## config.mk

```make
export PLATFORM = sky130hd
export DESIGN_NAME = lnc_top
export DESIGN_NICKNAME = d
export VERILOG_FILES = /design/src/rtl/lnc_crc32.v /design/src/rtl/lnc_buf2.v /design/src/rtl/lnc_top.v
export VERILOG_INCLUDE_DIRS = /design/src /design/src/rtl
export SDC_FILE = /design/constraint.sdc
export NUM_CORES = 2
export LEC_CHECK = 0
export BUFFER_PORTS_ARGS = -buffer_cell sky130_fd_sc_hd__buf_2
export CAP_MARGIN = 20
export CORE_MARGIN = 3
export CORE_UTILIZATION = 61
export DETAILED_ROUTE_END_ITERATION = 8
export PLACE_DENSITY = 0.83
export SETUP_SLACK_MARGIN = 0.02
export SYNTH_ARGS = -nofsm -noshare
export SYNTH_HDL_FRONTEND = slang
export SYNTH_HIERARCHICAL = 1
export SYNTH_SLANG_ARGS = --single-unit
```

## constraint.sdc

```tcl
create_clock -name clock -period 6.3 [get_ports clock]
set_input_delay 1.26 -clock clock [delete_from_list [all_inputs] [get_ports clock]]
set_output_delay 1.26 -clock clock [all_outputs]
set_load 0.01 [all_outputs]
```

## src/rtl/lnc_map.vh

```
`ifndef LNC_MAP_VH
`define LNC_MAP_VH
// Functional notes
// address phase: low 16 on bus, 8 high
// inbound control low in read data phase
// outbound control low: read address, whole write
// strobe high in address, low in data
// wait acknowledge high before requesting again
// hold request low whole transaction, ack grants
// bus config bit 0 picks pin function
// sense request line high before pulling low
// interrupt pin active: flag set and enabled
// read/write line direction, master versus slave
// memory ready acknowledges master transfers
// slave ready until strobe returns high
// reset: stop, clear, float, stop bit set
// transmit enable only with valid frame bits
// bits timed by transmit and receive clocks
// status bit 7 shows interrupt condition
// six interrupt sources raised by events
// preamble, delimiter, data, then 32-bit CRC
// preamble starts once first byte buffered
// 64-byte receive buffer, CRC error bit
// physical match on full 48-bit address
// hash group, broadcast or promiscuous accept
// standard Ethernet CRC polynomial and order
// port select picks pointer or data register

// --------
// timing
// --------
`define LNC_CLK_NS      8
`define LNC_TMO_NS      25600
`define LNC_TMO_CYC     ((`LNC_TMO_NS) / (`LNC_CLK_NS))

// --------
// register indexes and fields
// --------
`define LNC_IDX_MAIN_CONTROL_STATUS_REG    2'h0
`define LNC_IDX_BUS_CONFIG_REG    2'h3
`define LNC_B_INIT      0
`define LNC_B_STRT      1
`define LNC_B_STOP      2
`define LNC_B_TDMD      3
`define LNC_B_IEN       6
`define LNC_B_IRQ_OUT_N      7
`define LNC_B_FLAG      8
`define LNC_B_BUS_PIN_CONFIG_BIT      0
`define LNC_BUS_CONFIG_REG_RST    1'h0
`define LNC_STOP_RST    1'h1

// --------
// frame constants
// --------
`define LNC_PRE         8'h55
`define LNC_SFD         8'hD5
`define LNC_POLY        32'hEDB88320
`define LNC_RESID       32'hDEBB20E3
`define LNC_MAX_LEN     11'h5EE
`define LNC_TXF_DEPTH   6'h30
`endif

```

## src/rtl/lnc_crc32.v

```verilog
`include "lnc_map.vh"
module lnc_crc32 (
  // clock and reset
  input  wire        clock,
  input  wire        rstn,
  input  wire        ce,
  // bit stream
  input  wire        init,
  input  wire        en,
  input  wire        din,
  // result
  output reg  [31:0] crc_q,
  output wire [31:0] crc_nxt
);
  // reflected, lsb first, preset all ones (see)
  assign crc_nxt = {1'b0, crc_q[31:1]} ^ ((crc_q[0] ^ din) ? `LNC_POLY : 32'h0);

  always @(posedge clock or negedge rstn)
  begin
    if (!rstn)
      crc_q <= 32'hFFFFFFFF;
    else if (ce)
    begin
      if (init)
        crc_q <= 32'hFFFFFFFF;
      else if (en)
        crc_q <= crc_nxt;
    end
  end
endmodule // lnc_crc32

```

## src/rtl/lnc_buf2.v

```verilog
module lnc_buf2 (
  // clock and reset
  input  wire       clock,
  input  wire       rstn,
  input  wire       ce,
  // fill side
  input  wire       in_valid,
  output wire       in_ready,
  input  wire [7:0] in_data,
  // drain side
  output wire       out_valid,
  input  wire       out_ready,
  output wire [7:0] out_data
);
  reg [7:0] e0_q;
  reg [7:0] e1_q;
  reg [1:0] cnt_q;
  wire      push = in_valid && in_ready;
  wire      pop  = out_valid && out_ready;

  assign in_ready  = (cnt_q != 2'h2);
  assign out_valid = (cnt_q != 2'h0);
  assign out_data  = e0_q;

  always @(posedge clock or negedge rstn)
  begin
    if (!rstn)
    begin
      e0_q  <= 8'h00;
      e1_q  <= 8'h00;
      cnt_q <= 2'h0;
    end
    else if (ce)
    begin
      // e0 is always the head; e1 shifts down on a pop
      if (pop)
        e0_q <= (cnt_q == 2'h2) ? e1_q : in_data;
      else if (push && cnt_q == 2'h0)
        e0_q <= in_data;
      if (push && (cnt_q == 2'h2 || (cnt_q == 2'h1 && !pop)))
        e1_q <= in_data;
      cnt_q <= cnt_q + {1'b0, push} - {1'b0, pop};
    end
  end
endmodule // lnc_buf2

```

## src/rtl/lnc_top.v

```verilog
`include "lnc_map.vh"
module lnc_top (
  // clock and reset
  input  wire        clock,
  input  wire        rstn,
  input  wire        ce,
  // multiplexed bus
  input  wire [15:0] muxed_addr_data_bus_i,
  output wire [15:0] muxed_addr_data_bus_o,
  output wire        muxed_addr_data_bus_oe_n,
  output wire [7:0]  high_address_lines,
  output wire        xcvr_inbound_ctl,
  output wire        xcvr_outbound_ctl,
  output wire        master_ctl_oe_n,
  input  wire        rw_i,
  output wire        rw_o,
  input  wire        data_strobe_n_i,
  output wire        data_strobe_n_o,
  input  wire        ready_n_i,
  output wire        ready_n_o,
  output wire        ready_n_oe_n,
  // slave select
  input  wire        chip_select_n,
  input  wire        port_sel,
  // arbitration
  input  wire        chain_bus_request_n_i,
  output wire        chain_bus_request_n_o,
  output wire        chain_bus_request_n_oe_n,
  input  wire        bus_grant_ack_n,
  output wire        chain_grant_out_n,
  // interrupt
  output wire        irq_out_n_o,
  output wire        irq_out_n_oe_n,
  // setup values
  input  wire [47:0] node_addr,
  input  wire [63:0] logic_filter,
  input  wire        promisc,
  input  wire [23:0] tx_buf_addr,
  input  wire [10:0] tx_buf_len,
  input  wire [23:0] rx_buf_addr,
  // serial link
  input  wire        tx_bit_clock,
  output wire        tx_data,
  output wire        tx_output_enable,
  input  wire        rx_bit_clock,
  input  wire        rx_data,
  input  wire        carrier_present
);
  localparam [6:0] MS_IDLE = 7'h01, MS_REQ = 7'h02, MS_ACK = 7'h04, MS_ADR = 7'h08;
  localparam [6:0] MS_DAT = 7'h10, MS_END = 7'h20, MS_REL = 7'h40;
  localparam [3:0] TS_IDLE = 4'h1, TS_PRE = 4'h2, TS_DAT = 4'h4, TS_FCS = 4'h8;
  localparam [1:0] RS_HUNT = 2'h1, RS_DAT = 2'h2;
  localparam [31:0] TMO = `LNC_TMO_CYC;

  function [5:0] inc48;
    input [5:0] p;
    inc48 = (p == `LNC_TXF_DEPTH - 6'h01) ? 6'h00 : p + 6'h01;
  endfunction

  // --------
  // state
  // --------
  reg [1:0]  rap_q;
  reg        stop_q, stop_pend_q, ien_q, bus_pin_config_bit_q, tx_busy_q, sl_q;
  reg [6:0]  flag_q;   // babble_flag, crcerr, miss, memory_error_flag, rx_done_flag, tx_done_flag, init_done_flag
  reg [15:0] sdat_q;
  reg [47:0] node_q;
  reg [63:0] filt_q;
  reg        prom_q;
  reg [6:0]  ms_q;
  reg        mwr_q;
  reg [23:0] maddr_q;
  reg [15:0] mdat_q;
  reg [31:0] tmo_q;
  reg [7:0]  txm [0:47];
  reg [5:0]  txw_q, txr_q, txc_q;
  reg [10:0] txf_q, txs_q;
  reg [7:0]  rxm [0:63];
  reg [5:0]  rxw_q, rxr_q;
  reg [6:0]  rxc_q;
  reg [23:0] rxo_q;
  reg [3:0]  ts_q;
  reg [7:0]  tsh_q;
  reg [2:0]  tbit_q;
  reg [3:0]  tbyte_q;
  reg [31:0] fcs_q;
  reg        tx_bit_clock_q, rclk_q;
  reg [1:0]  rs_q;
  reg [7:0]  rsh_q;
  reg [2:0]  rbit_q;
  reg [2:0]  rcnt_q;
  reg [39:0] dest_q;
  reg        racc_q;

  wire [6:0]  flag_set;
  wire        any_irq = |{flag_q[6], flag_q[4:0]};
  wire        master  = |(ms_q & (MS_ADR | MS_DAT | MS_END));
  wire        sl_act  = !chip_select_n && !data_strobe_n_i && !master;
  wire        sl_wr   = sl_act && !sl_q && !rw_i;
  wire [15:0] main_control_status_reg    = {1'b0, flag_q, any_irq, ien_q, 2'h0, tx_busy_q, stop_q, !stop_q, 1'b0};
  wire [15:0] din     = muxed_addr_data_bus_i;
  wire tedge = tx_bit_clock && !tx_bit_clock_q;

  // --------
  // slave register access
  // --------
  always @(posedge clock or negedge rstn)
  begin
    if (!rstn)
    begin
      rap_q       <= 2'h0;
      stop_q      <= `LNC_STOP_RST;
      stop_pend_q <= 1'b0;
      ien_q       <= 1'b0;
      bus_pin_config_bit_q      <= `LNC_BUS_CONFIG_REG_RST;
      tx_busy_q   <= 1'b0;
      sl_q        <= 1'b0;
      sdat_q      <= 16'h0000;
      flag_q      <= 7'h00;
      node_q      <= 48'h0;
      filt_q      <= 64'h0;
      prom_q      <= 1'b0;
    end
    else if (ce)
    begin
      sl_q <= sl_act;
      // ready stays until the strobe returns high (see)
      if (sl_act && !sl_q)
        sdat_q <= port_sel ? {14'h0, rap_q} :
                  (rap_q == `LNC_IDX_MAIN_CONTROL_STATUS_REG) ? main_control_status_reg :
                  (rap_q == `LNC_IDX_BUS_CONFIG_REG) ? {15'h0, bus_pin_config_bit_q} : 16'h0000;
      // flags: a hardware set in the clear cycle wins (see)
      flag_q <= (flag_q & ~((sl_wr && !port_sel && rap_q == `LNC_IDX_MAIN_CONTROL_STATUS_REG) ?
                din[`LNC_B_FLAG+6:`LNC_B_FLAG] : 7'h00)) | flag_set;
      if (sl_wr && port_sel)
        rap_q <= din[1:0];
      if (sl_wr && !port_sel && rap_q == `LNC_IDX_BUS_CONFIG_REG && stop_q)
        bus_pin_config_bit_q <= din[`LNC_B_BUS_PIN_CONFIG_BIT];
      if (sl_wr && !port_sel && rap_q == `LNC_IDX_MAIN_CONTROL_STATUS_REG)
      begin
        ien_q <= din[`LNC_B_IEN];
        if (din[`LNC_B_STOP])
          stop_pend_q <= 1'b1;
        else if (din[`LNC_B_INIT])
        begin
          stop_q <= 1'b0;
          node_q <= node_addr;
          filt_q <= logic_filter;
          prom_q <= promisc;
        end
        else if (din[`LNC_B_STRT])
          stop_q <= 1'b0;
        if (din[`LNC_B_TDMD] && !stop_q && !din[`LNC_B_STOP])
          tx_busy_q <= 1'b1;
      end
      // a stop takes effect only once the slave cycle has ended
      if (stop_pend_q && !sl_act && !sl_q)
      begin
        stop_q      <= 1'b1;
        stop_pend_q <= 1'b0;
      end
      if (stop_q || (ts_q == TS_FCS && tbyte_q == 4'h3 && tbit_q == 3'h7 && tedge))
        tx_busy_q <= 1'b0;
    end
  end
  assign flag_set[0] = sl_wr && !port_sel && rap_q == `LNC_IDX_MAIN_CONTROL_STATUS_REG && din[`LNC_B_INIT];

  // --------
  // bus master
  // --------
  wire rx_need = (rxc_q != 7'h00);
  wire tx_need = tx_busy_q && (txf_q != tx_buf_len) && (txc_q < `LNC_TXF_DEPTH);
  wire mem_ok  = ms_q == MS_DAT && !ready_n_i;
  wire mem_tmo = ms_q == MS_DAT && ready_n_i && tmo_q == TMO;
  assign flag_set[3] = mem_tmo;

  always @(posedge clock or negedge rstn)
  begin
    if (!rstn)
    begin
      ms_q    <= MS_IDLE;
      mwr_q   <= 1'b0;
      maddr_q <= 24'h000000;
      mdat_q  <= 16'h0000;
      tmo_q   <= 32'h0;
    end
    else if (ce)
    begin
      tmo_q <= (ms_q == MS_DAT) ? tmo_q + 32'h1 : 32'h0;
      case (ms_q)
        MS_IDLE:
          if (!stop_q && (rx_need || tx_need))
          begin
            mwr_q   <= rx_need;
            maddr_q <= rx_need ? rx_buf_addr + rxo_q : tx_buf_addr + {13'h0, txf_q};
            mdat_q  <= {8'h00, rxm[rxr_q]};
            ms_q    <= MS_REQ;
          end
        MS_REQ:
          if (chain_bus_request_n_i)
            ms_q <= MS_ACK;
        MS_ACK:
          if (!bus_grant_ack_n)
            ms_q <= MS_ADR;
        MS_ADR:
          ms_q <= MS_DAT;
        MS_DAT:
          if (mem_ok || mem_tmo)
          begin
            if (!mwr_q)
              mdat_q <= din;
            ms_q <= MS_END;
          end
        MS_END:
          if (ready_n_i)
            ms_q <= MS_REL;
        MS_REL:
          if (bus_grant_ack_n)
            ms_q <= MS_IDLE;
        default:
          ms_q <= MS_IDLE;
      endcase
      if (stop_q)
        ms_q <= MS_IDLE;
    end
  end

  // hold low from request through the end of the transaction (see)
  wire req_on = |(ms_q & (MS_ACK | MS_ADR | MS_DAT | MS_END));
  assign chain_bus_request_n_o    = 1'b0;
  assign chain_bus_request_n_oe_n = !req_on;
  assign chain_grant_out_n = !(bus_pin_config_bit_q && !bus_grant_ack_n && !req_on && ms_q != MS_REL);

  assign high_address_lines    = maddr_q[23:16];
  assign muxed_addr_data_bus_o = master ? ((ms_q == MS_ADR) ? maddr_q[15:0] : mdat_q) : sdat_q;
  assign muxed_addr_data_bus_oe_n = !((ms_q == MS_ADR) || (master && mwr_q) || (sl_q && rw_i));
  assign master_ctl_oe_n   = !master;
  assign xcvr_inbound_ctl  = !(!mwr_q && ms_q != MS_ADR);
  assign xcvr_outbound_ctl = !(ms_q == MS_ADR || mwr_q);
  assign data_strobe_n_o   = (ms_q != MS_DAT);
  assign rw_o              = !mwr_q;
  assign ready_n_o         = 1'b0;
  assign ready_n_oe_n      = !sl_q;
  assign irq_out_n_o       = 1'b0;
  assign irq_out_n_oe_n    = !(any_irq && ien_q);

  // --------
  // transmit fifo and serializer
  // --------
  wire tpush = mem_ok && !mwr_q;
  wire tload = tedge && tbit_q == 3'h7;
  wire tpop  = tload && txc_q != 6'h00 &&
               ((ts_q == TS_PRE && tbyte_q == 4'h7) || ts_q == TS_DAT);
  wire [31:0] tcrc, tcrc_nxt;
  assign flag_set[1] = ts_q == TS_FCS && tbyte_q == 4'h3 && tload;
  assign flag_set[6] = tpop && txs_q == `LNC_MAX_LEN;

  lnc_crc32 u_tcrc (
    .clock   (clock),
    .rstn    (rstn),
    .ce      (ce),
    .init    (ts_q == TS_IDLE),
    .en      (tedge && ts_q == TS_DAT),
    .din     (tsh_q[0]),
    .crc_q   (tcrc),
    .crc_nxt (tcrc_nxt)
  );

  always @(posedge clock)
  begin
    if (ce && tpush)
      txm[txw_q] <= din[7:0];
  end

  always @(posedge clock or negedge rstn)
  begin
    if (!rstn)
    begin
      txw_q <= 6'h00;  txr_q <= 6'h00;  txc_q <= 6'h00;
      txf_q <= 11'h000; txs_q <= 11'h000;
      ts_q  <= TS_IDLE; tsh_q <= 8'h00; tbit_q <= 3'h0; tbyte_q <= 4'h0;
      fcs_q <= 32'h0;   tx_bit_clock_q <= 1'b0;
    end
    else if (ce)
    begin
      tx_bit_clock_q <= tx_bit_clock;
      if (ms_q == MS_END && ready_n_i && !mwr_q)
        txf_q <= txf_q + 11'h001;
      if (tpush)
        txw_q <= inc48(txw_q);
      if (tpop)
        txr_q <= inc48(txr_q);
      txc_q <= txc_q + {5'h0, tpush} - {5'h0, tpop};
      if (tedge && ts_q != TS_IDLE)
      begin
        tbit_q <= tbit_q + 3'h1;
        tsh_q  <= {1'b0, tsh_q[7:1]};
      end
      case (ts_q)
        TS_IDLE:
          if (tx_busy_q && txc_q != 6'h00 && tedge)
          begin
            ts_q <= TS_PRE;
            tsh_q <= `LNC_PRE; tbit_q <= 3'h0; tbyte_q <= 4'h0; txs_q <= 11'h000;
          end
        TS_PRE:
          if (tload)
          begin
            tbyte_q <= tbyte_q + 4'h1;
            tsh_q   <= (tbyte_q == 4'h6) ? `LNC_SFD : `LNC_PRE;
            if (tbyte_q == 4'h7)
            begin
              ts_q  <= TS_DAT;
              tsh_q <= txm[txr_q];
              txs_q <= 11'h001;
            end
          end
        TS_DAT:
          if (tload)
          begin
            if (tpop)
            begin
              tsh_q <= txm[txr_q];
              txs_q <= txs_q + 11'h001;
            end
            else
            begin
              // buffer ran dry: close the frame with its check sequence
              ts_q    <= TS_FCS;
              tbyte_q <= 4'h0;
              fcs_q   <= ~tcrc_nxt;
              tsh_q   <= ~tcrc_nxt[7:0];
            end
          end
        TS_FCS:
          if (tload)
          begin
            tbyte_q <= tbyte_q + 4'h1;
            fcs_q   <= {8'h00, fcs_q[31:8]};
            tsh_q   <= fcs_q[15:8];
            if (tbyte_q == 4'h3)
            begin
              ts_q <= TS_IDLE;
              tsh_q <= 8'h00;
              txf_q <= 11'h000;
            end
          end
        default:
          ts_q <= TS_IDLE;
      endcase
      if (stop_q)
      begin
        ts_q <= TS_IDLE; txf_q <= 11'h000; txw_q <= 6'h00; txr_q <= 6'h00; txc_q <= 6'h00;
      end
    end
  end
  assign tx_data          = tsh_q[0];
  assign tx_output_enable = (ts_q != TS_IDLE);

  // --------
  // receive deserializer, filter and fifo
  // --------
  wire        redge = rx_bit_clock && !rclk_q && carrier_present;
  wire [7:0]  rnb   = {rx_data, rsh_q[7:1]};
  wire        rbyte = redge && rs_q == RS_DAT && rbit_q == 3'h7;
  wire [47:0] rdst  = {dest_q, rnb};
  wire [31:0] rcrc, rcrc_nxt;
  wire        rend  = rs_q == RS_DAT && !carrier_present;
  wire        racc  = prom_q || rdst == node_q ||
                      rdst == 48'hFFFFFFFFFFFF ||
                      (rdst[40] && filt_q[rcrc_nxt[31:26]]);
  wire        b_in_ready, b_out_valid, b_out_ready;
  wire [7:0]  b_out_data;
  wire        b_in_valid = rbyte && racc_q;
  wire        rpush = b_out_valid && b_out_ready;
  wire        rpop  = (ms_q == MS_END) && ready_n_i && mwr_q;
  assign b_out_ready = (rxc_q != 7'h40);
  assign flag_set[2] = rend && racc_q;
  assign flag_set[5] = rend && racc_q && rcrc != `LNC_RESID;
  assign flag_set[4] = b_in_valid && !b_in_ready;

  lnc_crc32 u_rcrc (
    .clock   (clock),
    .rstn    (rstn),
    .ce      (ce),
    .init    (rs_q == RS_HUNT),
    .en      (redge && rs_q == RS_DAT),
    .din     (rx_data),
    .crc_q   (rcrc),
    .crc_nxt (rcrc_nxt)
  );

  lnc_buf2 u_rbuf (
    .clock     (clock),
    .rstn      (rstn),
    .ce        (ce),
    .in_valid  (b_in_valid),
    .in_ready  (b_in_ready),
    .in_data   (rnb),
    .out_valid (b_out_valid),
    .out_ready (b_out_ready),
    .out_data  (b_out_data)
  );

  always @(posedge clock)
  begin
    if (ce && rpush)
      rxm[rxw_q] <= b_out_data;
  end

  always @(posedge clock or negedge rstn)
  begin
    if (!rstn)
    begin
      rclk_q <= 1'b0; rs_q <= RS_HUNT; rsh_q <= 8'h00; rbit_q <= 3'h0;
      rcnt_q <= 3'h0; dest_q <= 40'h0; racc_q <= 1'b0;
      rxw_q  <= 6'h00; rxr_q <= 6'h00; rxc_q <= 7'h00; rxo_q <= 24'h000000;
    end
    else if (ce)
    begin
      rclk_q <= rx_bit_clock;
      if (rpush)
        rxw_q <= rxw_q + 6'h01;
      if (rpop)
      begin
        rxr_q <= rxr_q + 6'h01;
        rxo_q <= rxo_q + 24'h000001;
      end
      rxc_q <= rxc_q + {6'h0, rpush} - {6'h0, rpop};
      if (redge)
      begin
        rsh_q  <= rnb;
        rbit_q <= rbit_q + 3'h1;
      end
      if (rs_q == RS_HUNT && redge && rnb == `LNC_SFD)
      begin
        rs_q <= RS_DAT; rbit_q <= 3'h0; rcnt_q <= 3'h0; racc_q <= 1'b0;
      end
      if (rbyte && rcnt_q != 3'h6)
      begin
        rcnt_q <= rcnt_q + 3'h1;
        dest_q <= rdst[39:0];
        if (rcnt_q == 3'h5)
          racc_q <= racc;
      end
      if (rend || stop_q)
      begin
        rs_q <= RS_HUNT; rsh_q <= 8'h00; racc_q <= 1'b0;
      end
      if (stop_q)
      begin
        rxw_q <= 6'h00; rxr_q <= 6'h00; rxc_q <= 7'h00; rxo_q <= 24'h000000;
      end
    end
  end
endmodule // lnc_top

```

==> results.md <==
- CTS max path bufs: 3
- Worst min path class: register to register
- Total track usage: 29.41%
- NumNets Final: 4688
- DP Wirelength: 95.19 mm
- Int Power: 0.01548 W
- Remaining Overflow, GRT: 0
- CP max stage cell: nor4_2
- Max-slew violations: 0
- Wl on met1: 58.44 mm
- RR Startpoint: ms_q[3]$_DFFE_PN0P_
- Clock power share: 39.6%
- CP Cell Sequence: or3_1 > or3_1 > or3_1 > nor4_2 > nand2_4 > buf_4 > mux2_2
- Vias in the first global route: 38540
- Hold_sp: u_tcrc/crc_q[11]$_DFFE_PN1P_
- Hold Crit Depth: 2
- Mapped Cells: 4229
- Placer congestion estimate: 0.8987
- Gate power share: 10.1%
- Area growth syn-to-layout: 11.19%
- Worst-Skew Late Latency: 0.76 ns
- Synth warnings: 6
- Rel. slew slack: 22.76%
- Proportion of power drawn by flip-flops and latches: 50.2%
- F_max: 217.0 MHz
- Initial antenna violation count: 10
- Power per Cell Area: 303.7 nW/um2
- Detailed Route Iter0 Violations: 5254
- Post-CTS Hold Buffers: 0
- Max Cap Viol: 0
- Reg2Reg Capture Point: filt_q[49]$_DFFE_PN0P_
- WP data arrival: 5.22 ns
- Highest metal used: met5
- CP required: 6.91 ns
- Antenna-violating nets left: 0
- Minimum clock period: 4.609 ns
- NetSw: 0.005125 W
- Post-CTS Repair Setup Buffers: 0
- Worst path max stage delay: 0.79 ns
- WL met2: 73.85 mm
- Starting Density: 61.73%
- Die area: 103900 um2
- Die width: 322.3 um
- Core Area: 98850 um2
- Final Util: 68.64%
- Crit-path most repeated cell: or3_1
- Total CTS buffers: 139
- Worst min-delay path endpoint: u_tcrc/crc_q[11]$_DFFE_PN1P_
- TNS Setup: 0 ns
- Outcome: completed
- RSZ-0062 raised after global routing: no
- Delay-heaviest family, CP: simple AND/OR/NAND/NOR gates
- Post_cts resized: 0
- Period utilisation layout: 73.16%
- Share of layout cells above drive strength 1: 23.04%
- Vias: 38500
- Syn avg cell area: 14.43 um2
- R2r worst-path depth: 7
- Post-route cell area: 67850 um2
- CTS clk-pin slew, worst paths: 0.06 ns
- Mapped cell area: 61020 um2
- Die Ht: 322.3 um
- Crit Path Class: register to register
- Crit start category: register
- DRC: 0
- Final hold violation count: 0
- Non-Filler Instances: 5812
- First-pass GRT wire length: 232.8 mm
- DP Cell Count: 5547
- Max FO, Critical Path: 71
- Placed Area: 63230 um2
- Root buffer cell: clkbuf_16
- Final wirelength: 152.1 mm
- Bufs and invs on worst path: 1
- Port Buf Inserts: 237
- Endpoints failing setup: 0
- Worst Skew: 0.03600 ns
- Static Leakage: 25.38 nW
- WL met3: 13.88 mm
- Largest net degree at the start of global routing: 139
- CTS tree: built
- Sw Share: 24.87%
- Flop-to-flop setup slack: 1.69 ns
- I/O pins: 241
- Element type at the critical path end: register
- H-tree Lvls: 4
- Slew @ Worst Pin: 1.148 ns
- Drt first pass iters: 7
- VDD IR max: 0.0002280 V
- Overall Power: 0.02060 W
- Via/cell ratio: 6.625
- Drt wl/cell: 26.18 um
- FP Rows: 115
- Clk sinks: 1383
-- per-stage QoR --
stage	hold WS [ns]	worst slack [ns]
3_5_place_dp	0.4502	1.294
6_report	0.4594	1.691
2_1_floorplan	0.4382	1.762
5_1_grt	0.4866	1.545
4_1_cts	0.4591	1.810
3_3_place_gp	0.4432	1.428
-- power groups by stage --
stage / sequential, W / clock (W) / combinational (W)
after floorplan: 0.0104 / 0 / 0.00142
after global placement: 0.0105 / 0 / 0.00193
after detailed placement: 0.0105 / 0 / 0.00201
after CTS: 0.0103 / 0.00824 / 0.00205
after global routing: 0.0104 / 0.00859 / 0.00227
final: 0.0103 / 0.00816 / 0.00209
-- metal layers --
metal  vias to the layer above  global-route usage, %
li1                      16460                      -
met1                     19370                  40.06
met2                      2235                  47.51
met3                       427                  5.961
met4                         6                  11.22
met5                         -                      0
-- how the worst max path moves through the flow --
stage | start | end | slack (ns) | depth (start not counted)
after floorplan | rx_data | racc_q$_DFFE_PN0P_ | 1.76 | 13
after global placement | ce | filt_q[38]$_DFFE_PN0P_ | 1.43 | 7
after detailed placement | ce | filt_q[26]$_DFFE_PN0P_ | 1.29 | 7
after CTS | ms_q[3]$_DFFE_PN0P_ | filt_q[10]$_DFFE_PN0P_ | 1.81 | 7
after global routing | ms_q[3]$_DFFE_PN0P_ | filt_q[14]$_DFFE_PN0P_ | 1.54 | 7
final | ms_q[3]$_DFFE_PN0P_ | filt_q[49]$_DFFE_PN0P_ | 1.69 | 7
-- worst register-to-register path, stage by stage, from the launching register on --
cell,delay [ns]
dfrtp_1,0.45
or3_1,0.49
or3_1,0.47
or3_1,0.72
nor4_2,0.79
nand2_4,0.50
buf_4,0.61
mux2_2,0.44
-- state kept, by name, indices dropped and copies added, names as in the netlist, 32 cells and up --
name	count
dest_q	40
filt_q	64
node_q	48
rxm	512
tmo_q	32
txm	384
u_rcrc/crc_q	32
u_tcrc/crc_q	32
-- cells in the final DEF, fill, tap and decap left out, types with 31 or more instances in the layout --
cell       count
edfxtp_1     896
dfrtp_1      406
nand2_1      387
nor2_1       283
buf_2        236
o21ai_0      209
mux4_2       204
mux2_2       184
mux2i_1      154
clkbuf_16    145
a21oi_1      134
xor2_1       119
ha_1          73
o221ai_1      70
dfstp_2       68
nand3_1       65
inv_1         53
xnor2_1       49
clkbuf_1      45
nand4_1       43
o22ai_1       43
buf_4         42
a211oi_1      41
nor3_1        39
or3_1         33
nor4_1        31
-- layout make-up --
cell class	count	area [um2]
Fill cell	6191	31000
Tap cell	1287	1610
Multi-Input combinational cell	2532	20510
Timing Repair Buffer	296	1842
Sequential cell	1383	39200
Antenna cell	6	15.01
Clock buffer	195	3866
Inverter	57	216.5
Clock inverter	56	593.1
Power figures use the tool's default switching activity.
